**src/logic/ppc_pkg.sv**
```systemverilog
// constants, register map and types for the parallel port with edge requests
package ppc_pkg;
  localparam int LINES = 12;
  localparam int REG_W = 16;
  localparam int ADDR_W = 5;
  // byte offsets on the register bus
  localparam logic [ADDR_W-1:0] OFS_LEVELS = 5'h00;
  localparam logic [ADDR_W-1:0] OFS_DIRECTION = 5'h04;
  localparam logic [ADDR_W-1:0] OFS_ASSIGNMENT = 5'h08;
  localparam logic [ADDR_W-1:0] OFS_SPECIAL = 5'h0c;
  localparam logic [ADDR_W-1:0] OFS_EDGE_MODE = 5'h10;
  localparam logic [ADDR_W-1:0] OFS_COMMUNICATION_A_SELECT = 5'h14;
  localparam logic [REG_W-1:0] REG_RESET = 16'h0000;
  // writable bits of each register
  localparam logic [REG_W-1:0] LINE_MASK = 16'h0fff;
  localparam logic [REG_W-1:0] SPECIAL_MASK = 16'h0ff3;
  // carrier-detect selects at 11,9,7,5; clear-to-send at 10,8,6,4
  localparam int CD_BIT0 = 5;
  localparam int CTS_BIT0 = 4;
  localparam int CHANNELS = 4;
  // edges after reset before the edge history holds real pin samples
  localparam int WARM_EDGES = 3;
  localparam logic [1:0] RESP_OKAY = 2'b00;
  localparam logic [1:0] RESP_SLVERR = 2'b10;

  typedef enum logic [2:0] {
    ST_IDLE = 3'b001,
    ST_BRESP = 3'b010,
    ST_RRESP = 3'b100
  } ppc_bus_state_t;
endpackage : ppc_pkg

```
**src/logic/ppc_cfg_if.sv**
```systemverilog
// configuration and line level bundle shared between the port and its edge detector
`timescale 1ns/1ps
interface ppc_cfg_if;
  logic [ppc_pkg::LINES-1:0] level;
  logic [ppc_pkg::LINES-1:0] direction;
  logic [ppc_pkg::LINES-1:0] edge_mode;
  logic [ppc_pkg::LINES-1:0] communication_a_select;
  logic [ppc_pkg::LINES-1:0] cpu_req;
  logic [ppc_pkg::LINES-1:0] communication_a_req;
  modport port (output level, direction, edge_mode, communication_a_select, input cpu_req, communication_a_req);
  modport detect (input level, direction, edge_mode, communication_a_select, output cpu_req, communication_a_req);
endinterface : ppc_cfg_if

```
**src/logic/ppc_edge_detect.sv**
```systemverilog
// per-line edge detection producing one-cycle request pulses
`timescale 1ns/1ps
module ppc_edge_detect (
  input wire logic clk_i,
  input wire logic resetn_i,
  ppc_cfg_if.detect cfg
);
  logic [ppc_pkg::LINES-1:0] prev_ff;
  logic [ppc_pkg::LINES-1:0] qualify;
  logic [ppc_pkg::LINES-1:0] cpu_req_ff;
  logic [ppc_pkg::LINES-1:0] communication_a_req_ff;
  logic [ppc_pkg::WARM_EDGES-1:0] warm_ff;

  always_ff @(posedge clk_i or negedge resetn_i) begin
    if (!resetn_i) begin
      prev_ff <= '0;
    end else begin
      prev_ff <= cfg.level;
    end
  end

  // a pin already high at reset must not look like a rising edge
  always_ff @(posedge clk_i or negedge resetn_i) begin
    if (!resetn_i) begin
      warm_ff <= '0;
    end else begin
      warm_ff <= {warm_ff[ppc_pkg::WARM_EDGES-2:0], 1'b1};
    end
  end

  // mode 0: any change, mode 1: high-to-low only; inputs only
  always_comb begin
    qualify = (prev_ff ^ cfg.level) & ~(cfg.edge_mode & cfg.level) & ~cfg.direction
              & {ppc_pkg::LINES{warm_ff[ppc_pkg::WARM_EDGES-1]}};
  end

  always_ff @(posedge clk_i or negedge resetn_i) begin
    if (!resetn_i) begin
      cpu_req_ff <= '0;
      communication_a_req_ff <= '0;
    end else begin
      cpu_req_ff <= qualify & ~cfg.communication_a_select;
      communication_a_req_ff <= qualify & cfg.communication_a_select;
    end
  end

  assign cfg.cpu_req = cpu_req_ff;
  assign cfg.communication_a_req = communication_a_req_ff;
endmodule : ppc_edge_detect

```
**src/logic/ppc_port.sv**
```systemverilog
// twelve-line parallel port with edge requests and an AXI4-Lite register slave
//
// The implementer's own choices: the AXI4-Lite interface to the registers and the address map.
`timescale 1ns/1ps
module ppc_port (
  input wire logic clk_i,
  input wire logic resetn_i,
  input wire logic [ppc_pkg::ADDR_W-1:0] s_axi_awaddr,
  input wire logic s_axi_awvalid,
  output logic s_axi_awready,
  input wire logic [31:0] s_axi_wdata,
  input wire logic [3:0] s_axi_wstrb,
  input wire logic s_axi_wvalid,
  output logic s_axi_wready,
  output logic [1:0] s_axi_bresp,
  output logic s_axi_bvalid,
  input wire logic s_axi_bready,
  input wire logic [ppc_pkg::ADDR_W-1:0] s_axi_araddr,
  input wire logic s_axi_arvalid,
  output logic s_axi_arready,
  output logic [31:0] s_axi_rdata,
  output logic [1:0] s_axi_rresp,
  output logic s_axi_rvalid,
  input wire logic s_axi_rready,
  input wire logic [ppc_pkg::LINES-1:0] port_line_i,
  output logic [ppc_pkg::LINES-1:0] port_line_o,
  output logic [ppc_pkg::LINES-1:0] port_line_oe_n_o,
  input wire logic [ppc_pkg::LINES-1:0] periph_out_i,
  input wire logic [ppc_pkg::LINES-1:0] periph_dir_i,
  output logic [ppc_pkg::LINES-1:0] periph_in_o,
  output logic [ppc_pkg::CHANNELS-1:0] serial_channel_cd_n_o,
  output logic [ppc_pkg::CHANNELS-1:0] serial_channel_cts_n_o,
  output logic [ppc_pkg::LINES-1:0] comm_interrupt_pending_req_o,
  output logic [ppc_pkg::LINES-1:0] communication_a_req_o
);
  logic [ppc_pkg::LINES-1:0] sync1_ff;
  logic [ppc_pkg::LINES-1:0] sync2_ff;
  logic [ppc_pkg::LINES-1:0] latch_ff;
  logic [ppc_pkg::REG_W-1:0] port_line_direction_ff;
  logic [ppc_pkg::REG_W-1:0] port_line_assignment_ff;
  logic [ppc_pkg::REG_W-1:0] port_special_options_ff;
  logic [ppc_pkg::REG_W-1:0] port_edge_mode_ff;
  logic [ppc_pkg::REG_W-1:0] communication_a_select_ff;
  logic [ppc_pkg::LINES-1:0] gp_line;
  logic [ppc_pkg::LINES-1:0] drive;
  ppc_pkg::ppc_bus_state_t state_ff;
  ppc_pkg::ppc_bus_state_t nxt_state;
  logic [ppc_pkg::ADDR_W-1:0] awaddr_ff;
  logic [31:0] wdata_ff;
  logic [3:0] wstrb_ff;
  logic aw_held_ff;
  logic w_held_ff;
  logic do_write;
  logic do_read;
  logic [31:0] rdata_ff;
  logic [1:0] rresp_ff;
  logic [1:0] bresp_ff;
  logic [ppc_pkg::REG_W-1:0] latch_merged;
  logic [31:0] rd_word;
  ppc_cfg_if cfg ();

  // merge byte strobes into a sixteen-bit register under its writable mask
  function automatic logic [15:0] merge16(input logic [15:0] old, input logic [31:0] data,
                                          input logic [3:0] strb, input logic [15:0] mask);
    logic [15:0] val;
    val = old;
    if (strb[0]) begin
      val[7:0] = data[7:0];
    end
    if (strb[1]) begin
      val[15:8] = data[15:8];
    end
    return val & mask;
  endfunction : merge16

  function automatic logic known_addr(input logic [ppc_pkg::ADDR_W-1:0] a);
    return a == ppc_pkg::OFS_LEVELS || a == ppc_pkg::OFS_DIRECTION ||
           a == ppc_pkg::OFS_ASSIGNMENT || a == ppc_pkg::OFS_SPECIAL ||
           a == ppc_pkg::OFS_EDGE_MODE || a == ppc_pkg::OFS_COMMUNICATION_A_SELECT;
  endfunction : known_addr

  // a completed write aimed at one register offset
  function automatic logic write_to(input logic go, input logic [ppc_pkg::ADDR_W-1:0] a,
                                    input logic [ppc_pkg::ADDR_W-1:0] ofs);
    return go && (a == ofs);
  endfunction : write_to

  // a modem input follows its pin only while selected, otherwise it reads asserted
  function automatic logic modem_level(input logic sel, input logic lvl);
    return sel ? lvl : 1'b0;
  endfunction : modem_level

  // two-flop synchroniser on the pin levels
  always_ff @(posedge clk_i or negedge resetn_i) begin
    if (!resetn_i) begin
      sync1_ff <= '0;
      sync2_ff <= '0;
    end else begin
      sync1_ff <= port_line_i;
      sync2_ff <= sync1_ff;
    end
  end

  // line muxing: assignment selects peripheral, direction selects output
  always_comb begin
    gp_line = ~port_line_assignment_ff[ppc_pkg::LINES-1:0];
    drive = (gp_line & port_line_direction_ff[ppc_pkg::LINES-1:0]) | (~gp_line & periph_dir_i);
  end

  assign port_line_o = (gp_line & latch_ff) | (~gp_line & periph_out_i);
  assign port_line_oe_n_o = ~drive;
  assign periph_in_o = sync2_ff;

  // serial channel modem inputs, active low, held asserted unless selected
  genvar ch;
  generate
    for (ch = 0; ch < ppc_pkg::CHANNELS; ch++) begin : g_modem
      assign serial_channel_cd_n_o[ch] = modem_level(
          port_special_options_ff[ppc_pkg::CD_BIT0 + 2*ch],
          sync2_ff[ppc_pkg::CD_BIT0 + 2*ch]);
      assign serial_channel_cts_n_o[ch] = modem_level(
          port_special_options_ff[ppc_pkg::CTS_BIT0 + 2*ch],
          sync2_ff[ppc_pkg::CTS_BIT0 + 2*ch]);
    end
  endgenerate

  assign cfg.level = sync2_ff;
  assign cfg.direction = drive;
  assign cfg.edge_mode = port_edge_mode_ff[ppc_pkg::LINES-1:0];
  assign cfg.communication_a_select = communication_a_select_ff[ppc_pkg::LINES-1:0];

  ppc_edge_detect u_edge (
    .clk_i(clk_i),
    .resetn_i(resetn_i),
    .cfg(cfg)
  );

  assign comm_interrupt_pending_req_o = cfg.cpu_req;
  assign communication_a_req_o = cfg.communication_a_req;

  // write address and data may arrive in either order; each half is held until both are in
  always_ff @(posedge clk_i or negedge resetn_i) begin
    if (!resetn_i) begin
      aw_held_ff <= 1'b0;
      awaddr_ff <= '0;
    end else if (s_axi_awvalid && s_axi_awready) begin
      aw_held_ff <= 1'b1;
      awaddr_ff <= s_axi_awaddr;
    end else if (do_write) begin
      aw_held_ff <= 1'b0;
    end
  end

  always_ff @(posedge clk_i or negedge resetn_i) begin
    if (!resetn_i) begin
      w_held_ff <= 1'b0;
      wdata_ff <= '0;
      wstrb_ff <= '0;
    end else if (s_axi_wvalid && s_axi_wready) begin
      w_held_ff <= 1'b1;
      wdata_ff <= s_axi_wdata;
      wstrb_ff <= s_axi_wstrb;
    end else if (do_write) begin
      w_held_ff <= 1'b0;
    end
  end

  // reads wait while a write half is held so the two never overlap
  assign s_axi_awready = (state_ff == ppc_pkg::ST_IDLE) && !aw_held_ff;
  assign s_axi_wready = (state_ff == ppc_pkg::ST_IDLE) && !w_held_ff;
  assign s_axi_arready = (state_ff == ppc_pkg::ST_IDLE) && !aw_held_ff && !w_held_ff;
  assign do_write = (state_ff == ppc_pkg::ST_IDLE) && aw_held_ff && w_held_ff;
  assign do_read = s_axi_arvalid && s_axi_arready;

  always_comb begin
    nxt_state = state_ff;
    unique case (state_ff)
      ppc_pkg::ST_IDLE: begin
        if (do_write) begin
          nxt_state = ppc_pkg::ST_BRESP;
        end else if (do_read) begin
          nxt_state = ppc_pkg::ST_RRESP;
        end
      end
      ppc_pkg::ST_BRESP: begin
        if (s_axi_bready) begin
          nxt_state = ppc_pkg::ST_IDLE;
        end
      end
      ppc_pkg::ST_RRESP: begin
        if (s_axi_rready) begin
          nxt_state = ppc_pkg::ST_IDLE;
        end
      end
      default: nxt_state = ppc_pkg::ST_IDLE;
    endcase
  end

  always_ff @(posedge clk_i or negedge resetn_i) begin
    if (!resetn_i) begin
      state_ff <= ppc_pkg::ST_IDLE;
    end else begin
      state_ff <= nxt_state;
    end
  end

  // write response: an unmapped offset answers with a slave error and changes nothing
  always_ff @(posedge clk_i or negedge resetn_i) begin
    if (!resetn_i) begin
      bresp_ff <= ppc_pkg::RESP_OKAY;
    end else if (do_write) begin
      bresp_ff <= known_addr(awaddr_ff) ? ppc_pkg::RESP_OKAY : ppc_pkg::RESP_SLVERR;
    end
  end

  // data writes land in the line latch whatever the line direction
  always_comb begin
    latch_merged = merge16({4'h0, latch_ff}, wdata_ff, wstrb_ff, ppc_pkg::LINE_MASK);
  end

  always_ff @(posedge clk_i or negedge resetn_i) begin
    if (!resetn_i) begin
      latch_ff <= '0;
    end else if (write_to(do_write, awaddr_ff, ppc_pkg::OFS_LEVELS)) begin
      latch_ff <= latch_merged[ppc_pkg::LINES-1:0];
    end
  end

  // direction: zero input, one output; reserved bits masked off
  always_ff @(posedge clk_i or negedge resetn_i) begin
    if (!resetn_i) begin
      port_line_direction_ff <= ppc_pkg::REG_RESET;
    end else if (write_to(do_write, awaddr_ff, ppc_pkg::OFS_DIRECTION)) begin
      port_line_direction_ff <= merge16(port_line_direction_ff, wdata_ff, wstrb_ff,
                                        ppc_pkg::LINE_MASK);
    end
  end

  // assignment: zero general I/O, one dedicated function
  always_ff @(posedge clk_i or negedge resetn_i) begin
    if (!resetn_i) begin
      port_line_assignment_ff <= ppc_pkg::REG_RESET;
    end else if (write_to(do_write, awaddr_ff, ppc_pkg::OFS_ASSIGNMENT)) begin
      port_line_assignment_ff <= merge16(port_line_assignment_ff, wdata_ff, wstrb_ff,
                                         ppc_pkg::LINE_MASK);
    end
  end

  // modem selects; bits 1:0 are stored but drive nothing here
  always_ff @(posedge clk_i or negedge resetn_i) begin
    if (!resetn_i) begin
      port_special_options_ff <= ppc_pkg::REG_RESET;
    end else if (write_to(do_write, awaddr_ff, ppc_pkg::OFS_SPECIAL)) begin
      port_special_options_ff <= merge16(port_special_options_ff, wdata_ff, wstrb_ff,
                                         ppc_pkg::SPECIAL_MASK);
    end
  end

  // edge mode per line
  always_ff @(posedge clk_i or negedge resetn_i) begin
    if (!resetn_i) begin
      port_edge_mode_ff <= ppc_pkg::REG_RESET;
    end else if (write_to(do_write, awaddr_ff, ppc_pkg::OFS_EDGE_MODE)) begin
      port_edge_mode_ff <= merge16(port_edge_mode_ff, wdata_ff, wstrb_ff,
                                   ppc_pkg::LINE_MASK);
    end
  end

  // lines whose requests go to the communication processor
  always_ff @(posedge clk_i or negedge resetn_i) begin
    if (!resetn_i) begin
      communication_a_select_ff <= ppc_pkg::REG_RESET;
    end else if (write_to(do_write, awaddr_ff, ppc_pkg::OFS_COMMUNICATION_A_SELECT)) begin
      communication_a_select_ff <= merge16(communication_a_select_ff, wdata_ff, wstrb_ff,
                                ppc_pkg::LINE_MASK);
    end
  end

  // read word for the offset on the address channel; levels are the synchronised pins
  always_comb begin
    rd_word = 32'h0000_0000;
    unique case (s_axi_araddr)
      ppc_pkg::OFS_LEVELS: rd_word = {20'h0_0000, sync2_ff};
      ppc_pkg::OFS_DIRECTION: rd_word = {16'h0000, port_line_direction_ff};
      ppc_pkg::OFS_ASSIGNMENT: rd_word = {16'h0000, port_line_assignment_ff};
      ppc_pkg::OFS_SPECIAL: rd_word = {16'h0000, port_special_options_ff};
      ppc_pkg::OFS_EDGE_MODE: rd_word = {16'h0000, port_edge_mode_ff};
      ppc_pkg::OFS_COMMUNICATION_A_SELECT: rd_word = {16'h0000, communication_a_select_ff};
      default: rd_word = 32'h0000_0000;
    endcase
  end

  // read response taken on the address handshake
  always_ff @(posedge clk_i or negedge resetn_i) begin
    if (!resetn_i) begin
      rresp_ff <= ppc_pkg::RESP_OKAY;
    end else if (do_read) begin
      rresp_ff <= known_addr(s_axi_araddr) ? ppc_pkg::RESP_OKAY : ppc_pkg::RESP_SLVERR;
    end
  end

  // read data captured on the address handshake and held until taken
  always_ff @(posedge clk_i or negedge resetn_i) begin
    if (!resetn_i) begin
      rdata_ff <= '0;
    end else if (do_read) begin
      rdata_ff <= rd_word;
    end
  end

  // responses stand from the state register until the master takes them
  assign s_axi_bvalid = (state_ff == ppc_pkg::ST_BRESP);
  assign s_axi_bresp = bresp_ff;
  assign s_axi_rvalid = (state_ff == ppc_pkg::ST_RRESP);
  assign s_axi_rdata = rdata_ff;
  assign s_axi_rresp = rresp_ff;
endmodule : ppc_port

```
**config.mk**
```make
export PLATFORM = sky130hd
export DESIGN_NAME = ppc_port
export DESIGN_NICKNAME = d
export VERILOG_FILES = /design/src/logic/ppc_pkg.sv /design/src/logic/ppc_cfg_if.sv /design/src/logic/ppc_edge_detect.sv /design/src/logic/ppc_port.sv
export SDC_FILE = /design/constraint.sdc
export NUM_CORES = 1
export LEC_CHECK = 0
export BUFFER_PORTS_ARGS = -buffer_cell sky130_fd_sc_hd__buf_2
export CORE_ASPECT_RATIO = 0.6
export CORE_UTILIZATION = 56
export DETAILED_ROUTE_END_ITERATION = 16
export HOLD_SLACK_MARGIN = 0.03
export MAX_ROUTING_LAYER = met4
export PLACE_DENSITY_LB_ADDON = 0.12
export SYNTH_ARGS = -nofsm -noshare
export SYNTH_HDL_FRONTEND = slang
export SYNTH_SLANG_ARGS = --single-unit
```
**constraint.sdc**
```tcl
create_clock -name clk_i -period 4.9 [get_ports clk_i]
set_clock_uncertainty 0.05 [all_clocks]
set_input_delay 0.49 -clock clk_i [delete_from_list [all_inputs] [get_ports clk_i]]
set_output_delay 0.49 -clock clk_i [all_outputs]
set_load 0.01 [all_outputs]
```
### After elaboration in Yosys (flattened, before gate mapping)

Cells that the tools add are included.

| storage, ports and cells | value |
|---|---|
| register bits after elaboration | 193 |
| input bits | 89 |
| output and inout port bits | 109 |
| word-level logic and storage cells | 123 |

| cells by class | value |
|---|---|
| equality and inequality tests | 16 |
| muxes and demuxes | 19 |
| bitwise operators | 18 |
| reductions and logical operators | 43 |

Operators with widths:

| kind | number |
|---|---|
| $and A12 B12 Y12 | 10 |
| $pmux W12 S6 | 1 |
| $not A12 Y12 | 5 |
| $or A12 B12 Y12 | 2 |
| $reduce_and A2 Y1 | 12 |
| $eq A5 B4 Y1 const B | 4 |
| $eq A5 B5 Y1 const B | 4 |
| $logic_and A1 B1 Y1 | 14 |
| $mux W3 | 4 |
| $xor A12 B12 Y12 | 1 |
| $mux W1 | 11 |
| $eq A5 B3 Y1 const B | 2 |
| $logic_not A5 Y1 | 2 |
| $logic_or A1 B1 Y1 | 10 |
| $pmux W3 S3 | 1 |
| $mux W2 | 2 |
| $ne A2 B1 Y1 const B | 2 |
| $reduce_bool A2 Y1 | 2 |
| $eq A3 B1 Y1 const B | 1 |
| $eq A3 B2 Y1 const B | 1 |
| $eq A3 B3 Y1 const B | 1 |
| $ne A3 B3 Y1 const B | 1 |
| $reduce_and A3 Y1 | 1 |
| $logic_not A1 Y1 | 2 |

### Longest topological paths before layout

| depth | value |
|---|---|
| depth in word-level cells | 8 |
| mapped depth | 6 |

### Hierarchy

From an unflattened synthesis, not the netlist that was laid out.

| second synthesis, totals | value |
|---|---|
| cell total of the unflattened synthesis | 535 |
| area total of the unflattened synthesis | 7307.0 sq um |

Modules (own cells, without submodules):

| module | times used | cells each | area each (sq um) |
|---|---|---|---|
| ppc_port | 1 | 432 | 5778.0 |
| ppc_edge_detect | 1 | 103 | 1529.0 |

### Worst setup path before layout

No wires, ideal clock.

| path | value |
|---|---|
| kind | register to register |
| from | register state_ff[0] |
| to | register port_special_options_ff[0] in the netlist's numbering |
| setup time | 0.125 ns |
| data arrival time | 1.947 ns |
| data required time | 4.725 ns |
| setup slack | 2.778 ns |
| stages on the path, launching flop included | 6 |
| buffers on the path | 1 |
| cells stage by stage | dfstp_2 > and4bb_2 > nand3_4 > or4_1 > buf_4 > mux2_4 |

| between the ends | value |
|---|---|
| word-level cells in the longest chain between the ends | 5 |

Ends and longest elaborated chain:

| item | RTL line | text |
|---|---|---|
| start, declared | ppc_port.sv:46 | `ppc_pkg::ppc_bus_state_t state_ff;` |
| start signal, assigned | ppc_port.sv:201 | `state_ff <= ppc_pkg::ST_IDLE;` |
| start signal, assigned | ppc_port.sv:203 | `state_ff <= nxt_state;` |
| $eq A3 B1 Y1 | ppc_port.sv:172 | `assign do_write = (state_ff == ppc_pkg::ST_IDLE) && aw_held_ff && w_held_ff;` |
| $logic_and A1 B1 Y1 (2 in a row) | ppc_port.sv:172 |  |
| $logic_and A1 B1 Y1 | ppc_port.sv:85 | `return go && (a == ofs);` |
| $reduce_and A2 Y1 (no source line) | - |  |
| end signal, assigned | ppc_port.sv:252 | `port_special_options_ff <= ppc_pkg::REG_RESET;` |
| end signal, assigned | ppc_port.sv:254 | `port_special_options_ff <= merge16(port_special_options_ff, wdata_ff, wstrb_ff,` |
| end, declared | ppc_port.sv:41 | `logic [ppc_pkg::REG_W-1:0] port_special_options_ff;` |

No other way between the ends.
A chain may end at the register's enable or synchronous reset.

### Final worst setup path

| path | value |
|---|---|
| from | register state_ff[0] |
| to | register communication_a_select_ff[4] in the netlist's numbering |

| between the ends | value |
|---|---|
| word-level cells in the longest chain between the ends | 5 |

Ends and longest elaborated chain:

| item | RTL line | text |
|---|---|---|
| $eq A3 B1 Y1 | ppc_port.sv:172 |  |
| $logic_and A1 B1 Y1 (2 in a row) | ppc_port.sv:172 |  |
| $logic_and A1 B1 Y1 | ppc_port.sv:85 |  |
| $reduce_and A2 Y1 (no source line) | - |  |
| end signal, assigned | ppc_port.sv:272 | `communication_a_select_ff <= ppc_pkg::REG_RESET;` |
| end signal, assigned | ppc_port.sv:274 | `communication_a_select_ff <= merge16(communication_a_select_ff, wdata_ff, wstrb_ff,` |
| end, declared | ppc_port.sv:43 | `logic [ppc_pkg::REG_W-1:0] communication_a_select_ff;` |

No other way between the ends.

==> impl_metrics.json <==
{
  "critPathCaptureType": "flop",
  "setup_viol": 0,
  "startpoint_type": "flop",
  "vdd_drop_max_mv": 0.3354,
  "worst_slew_pin_slew_ps": 1274,
  "fin_tns_setup_ps": 0,
  "wl_mm": 16.72,
  "period_needed_ps": 2502,
  "portBuffers": 153,
  "synth_xor_area_share_pct": 0,
  "hold_viol_final": 0,
  "nets": 794,
  "cts_made_buffers": 17,
  "worstReg2RegStart": "state_ff[0]",
  "crit_fanout": 10,
  "routedWlPerCell_microns": 18.94,
  "crit_arrival_ps": 2750,
  "drv_slew": 0,
  "multi_input_area_sq_um": 2735,
  "drc_errors": 0,
  "power_w": 0.005067,
  "drt_iter0_markers": 274,
  "relSlewSlack_pct": 14.88,
  "io_pins": 198,
  "cap_viol_max_count": 0,
  "grt_max_degree": 100,
  "ys_ff_latch": 171,
  "synth.area.top_cells": "dfrtp_1 59%, mux2_2 16%, mux2i_1 3.9%, nor2_1 2.9%, buf_4 2.4%",
  "synth_top_family_by_area": "multiplexers",
  "synth_edf_count": 0,
  "cts_root_buffer": "clkbuf_16",
  "rsz0062_at_grt": "no",
  "synth_seq_area_share_pct": 59.29,
  "synthFlopType": "dfrtp_1",
  "grt_pass1_vias": 4940,
  "utilization_pct": 70.34,
  "track_usage_pct": 27.24,
  "clock_sinks": 171,
  "ys_types": 45,
  "period_share_pct": 51.06,
  "synthTopCellsByCount": "170 x dfrtp_1, 105 x mux2_2, 55 x nor2_1",
  "avgSynthCellArea_sq_um": 13.22,
  "cts_setup_buffers": 0,
  "fmax_mhz": 399.7,
  "floorplan.initialDensity_pct": 58.72,
  "hold_ws_ps": 113.0,
  "synth_area_sq_um": 7219,
  "core-area_sq_um": 12300,
  "worst_r2r_path_depth": 4,
  "regArea_sq_um": 4280,
  "drive_gt1_share_pct": 43.18,
  "worstPathRequired_ps": 5150,
  "synth_compound_area_share_pct": 5.615,
  "reg2reg_slack_ps": 2400,
  "powerDensity_nw_per_um2": 585.9,
  "dp_hpwl_mm": 11.41,
  "design.die.area_sq_um": 13360,
  "cts_tree": "built",
  "synthSimpleGateAreaFrac_pct": 9.497,
  "holdBufCountCts": 0,
  "yosysWarnings": 0,
  "grt_pass1_wl_mm": 26.47,
  "via_count": 4927,
  "syn_to_final_growth_pct": 19.79,
  "rr_endpoint": "communication_a_select_ff[4]",
  "cts_buffer_depth": 2,
  "synthMuxAreaShare_pct": 21.51,
  "p_leak_nw": 4.257,
  "fp.dieH_microns": 89.95,
  "cts-resized-gates": 0,
  "fillerInstances": 882,
  "ant_nets": 0,
  "viasPerCell": 5.580,
  "first_pass_iters": 5,
  "antennaDiodeCount": 0,
  "overflow": 0,
  "yosysTopAreaCellShare_pct": 58.93,
  "placementRows": 31,
  "status": "complete, no violations",
  "async_flop_share_pct": 100.0,
  "yosysMostFrequentCell": "dfrtp_1",
  "place.gp.congestion": 0.8094,
  "antenna_found_initial": 0,
  "postSynthCellCount": 546,
  "clk_pin_slew_worst_paths_ps": 60,
  "synth_fa_ha_area_share_pct": 0,
  "critPathKind": "flop to flop",
  "clkLatencyLatePin_ps": 420,
  "hp-class": "input port to asynchronous set/reset pin",
  "die_x_microns": 148.6,
  "synth_top_cell_by_area": "dfrtp_1",
  "h-tree-depth": 4
}
[stage by stage]
stage / setup WS (ps) / instances / area, sq um
final: 2398 / 883 / 8648
after global routing: 2304 / 883 / 8648
after CTS: 2377 / 883 / 8648
after detailed placement: 2245 / 851 / 8073
after global placement: 2291 / 851 / 8073
after floorplan: 2778 / 567 / 7298
[metal layers]
metal | track usage (%) | wire, microns | up-vias
li1 | - | - | 2218
met1 | 39.16 | 7919 | 2483
met2 | 39.37 | 7486 | 202
met3 | 5.685 | 1086 | 24
met4 | 7.474 | 231 | 0
met5 | - | 0 | -
[report_power, final]
part	internal (W)	switching, W
clock	0.000756	0.000543
sequential	0.00187	0.000475
combinational	0.000753	0.000671
[final cells by class]
| type | instances | area share, % |
|---|---|---|
| clock buffers | 23 | 5.642 |
| clock inverters | 9 | 1.013 |
| inverters | 17 | 0.7378 |
| multi-input cells | 343 | 31.63 |
| flip-flops and latches | 171 | 49.49 |
| well taps | 165 | 2.387 |
| repair buffers | 155 | 9.100 |
[cell usage in the layout, fill, tap and decap left out, drive strengths merged, types with 13 or more instances in the layout]
cell type,netlist,final
mux2i,28,28
conb,2,23
buf,27,155
mux2,111,111
nand2,16,16
nand3,13,13
nor2,56,56
clkbuf,9,23
inv,17,18
dfrtp,170,170
[critical path, cell delays in order (launching register included)]
cell and delay (ps):
dfstp_2 590, and4bb_2 320, nand3_4 180, nor3_2 820, mux2_2 420
[registers in the layout, summed over array words and instances (netlist names), 2 cells and up]
signal,cells
port_edge_mode_ff,12
u_edge.cfg.communication_a_req,12
awaddr_ff,5
s_axi_rdata,12
u_edge.warm_ff,3
wstrb_ff,2
state_ff,3
u_edge.prev_ff,12
u_edge.cfg.cpu_req,12
port_line_direction_ff,12
port_special_options_ff,10
periph_in_o,12
wdata_ff,12
latch_ff,12
port_line_assignment_ff,12
sync1_ff,12
communication_a_select_ff,12
[kinds of logic (layout without fill, tap and decap cells)]
| kind of cell | after synthesis | count (layout) |
|---|---|---|
| buffers and inverters | 53 | 204 |
| multiplexers | 139 | 139 |
| AND/OR/NAND/NOR | 127 | 127 |
| flip-flops | 171 | 171 |
| AO/OA/AOI/OAI | 54 | 54 |
| other | 2 | 23 |
[worst max path at each step]
stage / slack, ps / cells after the start / startpoint / endpoint
CTS: 2380 / 4 / state_ff[0] / communication_a_select_ff[4]
finish: 2400 / 4 / state_ff[0] / communication_a_select_ff[4]
global route: 2300 / 4 / state_ff[0] / communication_a_select_ff[4]
detailed placement: 2240 / 5 / s_axi_araddr[2] / s_axi_rdata[10]
global placement: 2290 / 5 / s_axi_araddr[2] / s_axi_rdata[10]
floorplan: 2780 / 5 / state_ff[0] / port_special_options_ff[0]
Power figures use the tool's default switching activity.
